$ cat src/design/README_unused.sv
`timescale 1ns/100ps
`default_nettype none
`default_nettype wire
$ cat src/design/lsg_pkg.sv
package lsg_pkg;
  localparam int CH_NUM    = 24;
  localparam int GS_W      = 16;
  localparam int GAIN_W    = 8;
  localparam int TRIM_W    = 7;
  localparam int COLOURS   = 3;
  localparam int SECT_BITS = 5;
  localparam int LEVEL_W   = 16;
  localparam int PIN_W     = 5;
  localparam logic [GS_W-1:0] CNT_ALL_ONES = 16'hFFFF;
  localparam int PERIOD_CLKS = 65536;

  localparam int CLK_NS      = 10;
  localparam int LATCH_NS    = 200;
  localparam int LATCH_CYC   = (LATCH_NS + CLK_NS - 1) / CLK_NS;
  localparam int PWM_HALF_NS = 50;
  localparam int PWM_HALF    = PWM_HALF_NS / CLK_NS;

  localparam logic [7:0] ADR_CTRL      = 8'h00;
  localparam logic [7:0] ADR_CMD       = 8'h04;
  localparam logic [7:0] ADR_FRAME     = 8'h08;
  localparam logic [7:0] ADR_STATUS    = 8'h0C;
  localparam logic [7:0] ADR_GAIN      = 8'h10;
  localparam logic [7:0] ADR_TRIM_BASE = 8'h40;
  localparam logic [7:0] ADR_GRAY_BASE = 8'hA0;

  localparam int CTRL_SPLIT_BIT   = 0;
  localparam int CTRL_ONESHOT_BIT = 1;
  localparam int CTRL_EDGE_BIT    = 2;
  localparam int CTRL_CASCADE_BIT = 3;
  localparam int CTRL_RUN_BIT     = 4;
  localparam int CTRL_DEPTH_LSB   = 8;
  localparam int DEPTH_W          = 5;
  localparam logic [31:0] CTRL_RESET  = 32'h0000_1001;
  localparam logic [16:0] FRAME_RESET = 17'h00000;

  typedef enum logic [1:0] {
    HS_IDLE  = 2'b00,
    HS_LATCH = 2'b01,
    HS_RUN   = 2'b10
  } lsg_hstate_t;
endpackage

$ cat src/design/lsg_link_if.sv
`timescale 1ns/100ps
`default_nettype none
interface lsg_link_if
  import lsg_pkg::*;
();
  logic                        pwmClock;
  logic                        latchStrobe;
  logic                        shiftEdgeSelect;
  logic                        waveSplitSelect;
  logic                        singlePeriodEnable;
  logic [CH_NUM*GS_W-1:0]      grayWord;
  logic [COLOURS*GAIN_W-1:0]   gainWord;
  logic [CH_NUM*TRIM_W-1:0]    trimWord;

  modport host (
    output pwmClock, latchStrobe, shiftEdgeSelect, waveSplitSelect,
    output singlePeriodEnable, grayWord, gainWord, trimWord
  );
  modport device (
    input pwmClock, latchStrobe, shiftEdgeSelect, waveSplitSelect,
    input singlePeriodEnable, grayWord, gainWord, trimWord
  );
endinterface
`default_nettype wire

$ cat src/design/lsg_host.sv
`timescale 1ns/100ps
`default_nettype none
module lsg_host
  import lsg_pkg::*;
#(
  parameter int         HALF_CYC  = PWM_HALF,
  parameter int         LATCH_LEN = LATCH_CYC,
  parameter logic       STAGE_ODD = 1'b0
)(
  input  wire logic        clk,
  input  wire logic        rst,
  input  wire logic        wb_cyc_i,
  input  wire logic        wb_stb_i,
  input  wire logic        wb_we_i,
  input  wire logic [7:0]  wb_adr_i,
  input  wire logic [31:0] wb_dat_i,
  input  wire logic [3:0]  wb_sel_i,
  output var  logic [31:0] wb_dat_o,
  output var  logic        wb_ack_o,
  lsg_link_if.host         link
);

  function automatic logic [31:0] applySel(
    input logic [31:0] oldV,
    input logic [31:0] newV,
    input logic [3:0]  sel
  );
    logic [31:0] r;
    r = oldV;
    for (int b = 0; b < 4; b++) begin
      if (sel[b]) r[b*8 +: 8] = newV[b*8 +: 8];
    end
    return r;
  endfunction

  // Depth n keeps the top n bits; out-of-range depth means full 16
  function automatic logic [GS_W-1:0] grayMask(input logic [DEPTH_W-1:0] depth);
    logic [GS_W-1:0] m;
    m = 16'hFFFF;
    if (depth != 5'h00 && depth < 5'h10) m = 16'hFFFF << (5'h10 - depth);
    return m;
  endfunction

  ////////////////////////////////////////////////////////////////////////////////
  // Wishbone slave

  logic [31:0]       ctrl_reg;
  logic [16:0]       frame_reg;
  logic [23:0]       gain_reg;
  logic [TRIM_W-1:0] trim_reg [CH_NUM];
  logic [GS_W-1:0]   gray_reg [CH_NUM];
  logic              latchReq_reg;
  lsg_hstate_t       state_reg;
  logic [16:0]       edgeCnt_reg;

  wire logic       req;
  wire logic       wrEn;
  wire logic [7:0] trimOff;
  wire logic [7:0] grayOff;
  wire logic       trimHit;
  wire logic       grayHit;
  wire logic [4:0] trimIdx;
  wire logic [4:0] grayIdx;
  logic [31:0]     rdData;

  assign req     = wb_cyc_i & wb_stb_i & ~wb_ack_o;
  assign wrEn    = req & wb_we_i;
  assign trimOff = wb_adr_i - ADR_TRIM_BASE;
  assign grayOff = wb_adr_i - ADR_GRAY_BASE;
  assign trimHit = (wb_adr_i >= ADR_TRIM_BASE) && (trimOff[7:2] < 6'(CH_NUM));
  assign grayHit = (wb_adr_i >= ADR_GRAY_BASE) && (grayOff[7:2] < 6'(CH_NUM));
  assign trimIdx = trimOff[6:2];
  assign grayIdx = grayOff[6:2];

  always_comb begin
    rdData = 32'h0000_0000;
    if (wb_adr_i == ADR_CTRL) begin
      rdData = ctrl_reg;
    end else if (wb_adr_i == ADR_FRAME) begin
      rdData = {15'h0000, frame_reg};
    end else if (wb_adr_i == ADR_STATUS) begin
      rdData = {12'h000, latchReq_reg, state_reg, edgeCnt_reg};
    end else if (wb_adr_i == ADR_GAIN) begin
      rdData = {8'h00, gain_reg};
    end else if (trimHit) begin
      rdData = {25'h0000000, trim_reg[trimIdx]};
    end else if (grayHit) begin
      rdData = {16'h0000, gray_reg[grayIdx]};
    end
  end

  always_ff @(posedge clk or posedge rst) begin
    if (rst) begin
      wb_ack_o <= 1'b0;
      wb_dat_o <= 32'h0000_0000;
    end else begin
      wb_ack_o <= req;
      wb_dat_o <= req ? rdData : 32'h0000_0000;
    end
  end

  always_ff @(posedge clk or posedge rst) begin
    if (rst) begin
      ctrl_reg  <= CTRL_RESET;
      frame_reg <= FRAME_RESET;
      gain_reg  <= 24'h000000;
      for (int i = 0; i < CH_NUM; i++) begin
        trim_reg[i] <= 7'h00;
        gray_reg[i] <= 16'h0000;
      end
    end else if (wrEn) begin
      if (wb_adr_i == ADR_CTRL) begin
        ctrl_reg <= applySel(ctrl_reg, wb_dat_i, wb_sel_i);
      end else if (wb_adr_i == ADR_FRAME) begin
        frame_reg <= 17'(applySel({15'h0000, frame_reg}, wb_dat_i, wb_sel_i));
      end else if (wb_adr_i == ADR_GAIN) begin
        gain_reg <= 24'(applySel({8'h00, gain_reg}, wb_dat_i, wb_sel_i));
      end else if (trimHit) begin
        trim_reg[trimIdx] <= 7'(applySel({25'h0, trim_reg[trimIdx]}, wb_dat_i, wb_sel_i));
      end else if (grayHit) begin
        gray_reg[grayIdx] <= 16'(applySel({16'h0, gray_reg[grayIdx]}, wb_dat_i, wb_sel_i));
      end
    end
  end

  ////////////////////////////////////////////////////////////////////////////////
  // Link sequencer

  wire logic cmdStrobe;
  wire logic runOn;
  wire logic edgeSel;
  wire logic [GS_W-1:0] mask;
  logic [15:0] div_reg;
  logic [15:0] latchCnt_reg;
  logic        pwm_reg;
  wire  logic  divTick;
  wire  logic  frameDone;

  assign cmdStrobe = wrEn & (wb_adr_i == ADR_CMD) & wb_sel_i[0] & wb_dat_i[0];
  assign runOn     = ctrl_reg[CTRL_RUN_BIT];
  assign edgeSel   = ctrl_reg[CTRL_EDGE_BIT] ^ (ctrl_reg[CTRL_CASCADE_BIT] & STAGE_ODD);
  assign mask      = grayMask(ctrl_reg[CTRL_DEPTH_LSB +: DEPTH_W]);
  assign divTick   = (div_reg == 16'(HALF_CYC - 1));
  assign frameDone = (frame_reg != 17'h00000) && (edgeCnt_reg >= frame_reg);

  always_ff @(posedge clk or posedge rst) begin
    if (rst) begin
      state_reg    <= HS_LATCH;
      latchCnt_reg <= 16'h0000;
      latchReq_reg <= 1'b0;
      div_reg      <= 16'h0000;
      pwm_reg      <= 1'b0;
      edgeCnt_reg  <= 17'h00000;
    end else begin
      latchReq_reg <= (latchReq_reg | cmdStrobe) & ~(state_reg == HS_LATCH);
      div_reg      <= (state_reg != HS_RUN || divTick) ? 16'h0000 : 16'(div_reg + 16'h0001);
      case (state_reg)
        HS_IDLE: begin
          pwm_reg <= 1'b0;
          if (latchReq_reg | cmdStrobe) begin
            state_reg    <= HS_LATCH;
            latchCnt_reg <= 16'h0000;
          end else if (runOn) begin
            state_reg <= HS_RUN;
          end
        end
        HS_LATCH: begin
          pwm_reg      <= 1'b0;
          edgeCnt_reg  <= 17'h00000;
          latchCnt_reg <= 16'(latchCnt_reg + 16'h0001);
          if (latchCnt_reg == 16'(LATCH_LEN - 1)) begin
            state_reg <= runOn ? HS_RUN : HS_IDLE;
          end
        end
        HS_RUN: begin
          // Changes of state only while the PWM clock is low
          if (divTick) begin
            if (pwm_reg) begin
              pwm_reg <= 1'b0;
            end else if (latchReq_reg | frameDone) begin
              state_reg    <= HS_LATCH;
              latchCnt_reg <= 16'h0000;
            end else if (!runOn) begin
              state_reg <= HS_IDLE;
            end else begin
              pwm_reg     <= 1'b1;
              edgeCnt_reg <= 17'(edgeCnt_reg + 17'h00001);
            end
          end
        end
        default: begin
          state_reg <= HS_IDLE;
        end
      endcase
    end
  end

  ////////////////////////////////////////////////////////////////////////////////
  // Link outputs, all registered

  logic [CH_NUM*GS_W-1:0]   grayOut_reg;
  logic [CH_NUM*TRIM_W-1:0] trimOut_reg;
  logic                     latchOut_reg;
  logic [2:0]               modeOut_reg;

  always_ff @(posedge clk or posedge rst) begin
    if (rst) begin
      grayOut_reg  <= '0;
      trimOut_reg  <= '0;
      latchOut_reg <= 1'b0;
      modeOut_reg  <= 3'h0;
    end else begin
      for (int i = 0; i < CH_NUM; i++) begin
        grayOut_reg[i*GS_W +: GS_W]     <= gray_reg[i] & mask;
        trimOut_reg[i*TRIM_W +: TRIM_W] <= trim_reg[i];
      end
      latchOut_reg <= (state_reg == HS_LATCH) ^ edgeSel;
      modeOut_reg  <= {ctrl_reg[CTRL_ONESHOT_BIT], ctrl_reg[CTRL_SPLIT_BIT], edgeSel};
    end
  end

  assign link.pwmClock           = pwm_reg;
  assign link.latchStrobe        = latchOut_reg;
  assign link.shiftEdgeSelect    = modeOut_reg[0];
  assign link.waveSplitSelect    = modeOut_reg[1];
  assign link.singlePeriodEnable = modeOut_reg[2];
  assign link.grayWord           = grayOut_reg;
  assign link.gainWord           = gain_reg;
  assign link.trimWord           = trimOut_reg;

endmodule
`default_nettype wire

$ cat src/flat_wrapper.sv
// flat-port wrapper written by rule: the top's interface ports become plain ports
module lsg_host_flat import lsg_pkg::*;
#(
  parameter int         HALF_CYC  = PWM_HALF,
  parameter int         LATCH_LEN = LATCH_CYC,
  parameter logic       STAGE_ODD = 1'b0
)
  (clk, rst, wb_cyc_i, wb_stb_i, wb_we_i, wb_adr_i, wb_dat_i, wb_sel_i, wb_dat_o, wb_ack_o, link_pwmClock, link_latchStrobe, link_shiftEdgeSelect, link_waveSplitSelect, link_singlePeriodEnable, link_grayWord, link_gainWord, link_trimWord);
  lsg_link_if link_i ();
  input  wire logic clk;
  input  wire logic rst;
  input  wire logic wb_cyc_i;
  input  wire logic wb_stb_i;
  input  wire logic wb_we_i;
  input  wire logic [7:0] wb_adr_i;
  input  wire logic [31:0] wb_dat_i;
  input  wire logic [3:0] wb_sel_i;
  output var  logic [31:0] wb_dat_o;
  output var  logic wb_ack_o;
  output wire logic [$bits(link_i.pwmClock)-1:0] link_pwmClock;
  output wire logic [$bits(link_i.latchStrobe)-1:0] link_latchStrobe;
  output wire logic [$bits(link_i.shiftEdgeSelect)-1:0] link_shiftEdgeSelect;
  output wire logic [$bits(link_i.waveSplitSelect)-1:0] link_waveSplitSelect;
  output wire logic [$bits(link_i.singlePeriodEnable)-1:0] link_singlePeriodEnable;
  output wire logic [$bits(link_i.grayWord)-1:0] link_grayWord;
  output wire logic [$bits(link_i.gainWord)-1:0] link_gainWord;
  output wire logic [$bits(link_i.trimWord)-1:0] link_trimWord;
  assign link_pwmClock = link_i.pwmClock;
  assign link_latchStrobe = link_i.latchStrobe;
  assign link_shiftEdgeSelect = link_i.shiftEdgeSelect;
  assign link_waveSplitSelect = link_i.waveSplitSelect;
  assign link_singlePeriodEnable = link_i.singlePeriodEnable;
  assign link_grayWord = link_i.grayWord;
  assign link_gainWord = link_i.gainWord;
  assign link_trimWord = link_i.trimWord;
  lsg_host #(.HALF_CYC(HALF_CYC), .LATCH_LEN(LATCH_LEN), .STAGE_ODD(STAGE_ODD)) u_core (.clk(clk), .rst(rst), .wb_cyc_i(wb_cyc_i), .wb_stb_i(wb_stb_i), .wb_we_i(wb_we_i), .wb_adr_i(wb_adr_i), .wb_dat_i(wb_dat_i), .wb_sel_i(wb_sel_i), .wb_dat_o(wb_dat_o), .wb_ack_o(wb_ack_o), .link(link_i));
endmodule
$ cat config.mk
export PLATFORM = sky130hd
export DESIGN_NAME = lsg_host_flat
export DESIGN_NICKNAME = d
export VERILOG_FILES = /design/src/design/README_unused.sv /design/src/design/lsg_pkg.sv /design/src/design/lsg_link_if.sv /design/src/design/lsg_host.sv /design/src/flat_wrapper.sv
export SDC_FILE = /design/constraint.sdc
export NUM_CORES = 2
export LEC_CHECK = 0
export ABC_AREA = 1
export BUFFER_PORTS_ARGS = -buffer_cell sky130_fd_sc_hd__buf_2
export CAP_MARGIN = 30
export CORE_UTILIZATION = 35
export DETAILED_ROUTE_END_ITERATION = 12
export PLACE_DENSITY = 0.5
export SLEW_MARGIN = 20
export SYNTH_ARGS = -nofsm -noshare
export SYNTH_HDL_FRONTEND = slang
export SYNTH_SLANG_ARGS = --single-unit
$ cat constraint.sdc
create_clock -name clk -period 59.8 [get_ports clk]
set_clock_uncertainty 0.15 [all_clocks]
set_input_delay 2.99 -clock clk [delete_from_list [all_inputs] [get_ports clk]]
set_output_delay 2.99 -clock clk [all_outputs]
set_load 0.05 [all_outputs]
==> key figures <==
Synthesis
  – Most common cell in the synthesized netlist: nand2_1
  – Syn Area/Cell: 9.33 sq um
  – Post-synth cell types: 54
  – Prevailing post-synth register cell: dfrtp_1
  – Ys Warns: 0
  – Syn Inst Count: 5471
  – Mapped Area: 0.0510 sq mm
  – Top cells by count, synth: nand2_1, dfrtp_1, inv_1, o21ai_0, nor2_1
  – Post-synth top area cell: dfrtp_1
  – Syn Nets: 5554
  – Synthesized flop and latch total: 1267
  – Share of the synthesized area in the top cell type: 0.620
  – Async set-or-reset flop fraction in the synthesized netlist: 1.00
  – Top post-synthesis cells by area: dfrtp_1, nand2_1, o21ai_0, inv_1, nor2_1
  – Number of synthesized flops with an enable pin: 0
  – Sequential area share after synthesis: 0.622

Detailed routing
  – DR iter-0 viols: 4046
  – Total wire length: 200 mm
  – # DRC: 0
  – Via count: 40900
  – Routed WL per cell: 24.7 um
  – Detail Route Antenna Nets: 0
  – DR vias/cell: 5.07
  – DRT Pass-1 Iters: 6

STA
  – Fin. max-slew vios: 0
  – Slew @ Worst Pin: 1.07 ns
  – Slew margin rel.: 0.290
  – Finish-stage setup viols: 0
  – Period utilization: 0.115
  – RSZ-0062 raised after global routing: no
  – Min setup slack post-route: 52.94 ns
  – Fmax: 146 MHz
  – Tmin final: 6.86 ns
  – Final Hold Vio Count: 0
  – TNS Setup: 0 ns

CTS
  – Max Buffers Root-to-Sink: 3
  – Root Driver: clkbuf_16
  – Skew-Pair Late Insertion Delay: 0.81 ns
  – CTS Buf Count: 143
  – Setup Buffers After CTS: 0
  – Clock sink total: 1267
  – Hold-fix buffer count after cts: 0
  – H-tree depth: 4
  – Clk pin slew, worst setup/hold paths: 0.06 ns
  – CTS tree: done
  – Post-CTS resize count: 0

Global route
  – Pin count of the biggest net entering global routing: 167
  – Antenna violations before repair: 17
  – First-pass GRT wire length: 287 mm
  – Global Route Usage Sum: 0.269
  – Gr ovfl total: 0
  – Vias in the first global route: 40000

Power and ir drop
  – Clk pwr share: 0.457
  – Flop pwr share: 0.441
  – Pint: 1480 uW
  – Cell area power density: 33.4 mW/mm^2
  – Switching share of power: 0.276
  – Static leakage: 0.0298 uW
  – Worst vdd ir: 24.1 uV
  – NetSw: 564 uW
  – Gate power share: 0.102

Floorplanning
  – Num rows: 139
  – Die Y-Extent: 384 um
  – Die area: 0.147 sq mm
  – Die Wd: 384 um
  – Core footprint: 0.144 sq mm
  – Initial Utilization: 0.354
  – Io pins: 663

Status
  – Status: complete, no violations

Min path
  – Hold Path Class: reg -> reg

Place
  – Placed insts: 7806
  – Post-place setup slack: 52.10 ns
  – Post-DP HPWL: 143 mm
  – Port Buffer Count: 662
  – Gpl congestion: 0.922

Setup path
  – Critical path arrival: 7.41 ns
  – Req. time, crit path: 60.35 ns
  – Worst Path Max Fanout: 68
  – Critical Path Source Type: input port
  – Critical path endpoint category: flop
  – Critical path class: in -> reg

Finish
  – Number of nets in the final layout: 6145
  – P&R area growth vs syn: 19.8%
  – Share of layout cells above drive strength 1: 0.183
  – Non-Filler Instances: 8082

Flow run
  – Max cap viols: 0
## power groups by stage
stage	Clock, uW	Combinational [uW]	Sequential (uW)
floorplan	0	88.5	957
global placement	0	203	915
detailed placement	0	206	914
CTS	950	207	899
global route	984	223	901
finish	933	207	899
## final timing paths
path | slack (ns) | cells after the start | startpoint | to
min in group asynchronous | 2.18 | 2 | rst | u_core.link.trimWord[138]
max | 52.94 | 12 | wb_adr_i[2] | u_core.trim_reg[6]
min | 0.26 | 0 | u_core.trim_reg[51] | u_core.link.trimWord[114]
min reg2reg | 0.26 | 0 | u_core.trim_reg[51] | u_core.link.trimWord[114]
max reg2reg | 55.84 | 7 | u_core.wb_ack_o | u_core.trim_reg[161]
max in group asynchronous | 53.79 | 8 | rst | u_core.state_reg[0]
## critical path, cell delays in order
cell	delay (ns)
buf_4	0.66
nand2_4	0.52
inv_2	0.54
buf_4	0.60
nand2_1	0.11
nand4_1	0.13
nand3_1	0.18
nand2_1	0.15
nand2_1	0.06
o21ai_1	0.41
inv_1	0.52
o21ai_0	0.33
## per-layer routing
metal,track usage,wire [um],up-vias
met5,0,112,-
met1,0.366,84700,20300
met3,0.0549,15200,344
met4,0.0989,7230,20
met2,0.425,92300,1757
li1,-,-,18600
## placed cells by master, fill, tap and decap left out, drive strengths merged, types with 5 or more instances in the layout
cell      instances
a21oi           117
a22oi            28
buf             749
bufinv           15
clkbuf          196
clkinv           32
clkinvlp         10
dfrtp          1264
ha               34
inv             613
mux2              8
nand2          1414
nand3           234
nand4            75
nor2            507
nor3             30
nor3b             5
nor4             11
o2111ai          11
o211ai            7
o21a             13
o21ai           715
o221ai            5
o22ai            41
or2               6
xor2             15
## area by class of cell
class / instances / area (sq um)
sequential: 1267 / 31700
antenna: 4 / 10.0
multi-input combinational: 3293 / 15500
clock inverter: 62 / 902
fill: 14400 / 83000
timing repair buffer: 749 / 4260
clock buffer: 196 / 4120
inverter: 608 / 2300
tap: 1903 / 2380
## cell families (layout without fill, tap and decap cells)
group                    count (synthesis)  count (layout)  synth area share
AND/OR/NAND/NOR                       2283            2283             0.186
adder cells (fa/ha/maj)                 34              34           0.00834
other                                    0               4                 0
AO/OA/AOI/OAI                          951             951             0.102
buffers and inverters                  911            1615            0.0781
flip-flops                            1267            1267             0.622
multiplexers                             8               8           0.00177
XOR/XNOR                                17              17           0.00292
## through the flow
step | utilization | hold WS (ns) | total power (uW) | instance area, sq um
6_report | 0.424 | 0.258 | 2040 | 61100
5_1_grt | 0.424 | 0.262 | 2110 | 61100
4_1_cts | 0.422 | 0.252 | 2060 | 60800
3_5_place_dp | 0.387 | 0.240 | 1120 | 55800
3_3_place_gp | 0.386 | 0.243 | 1120 | 55700
2_1_floorplan | - | 0.204 | 1050 | 51000
Power figures use the tool's default switching activity.
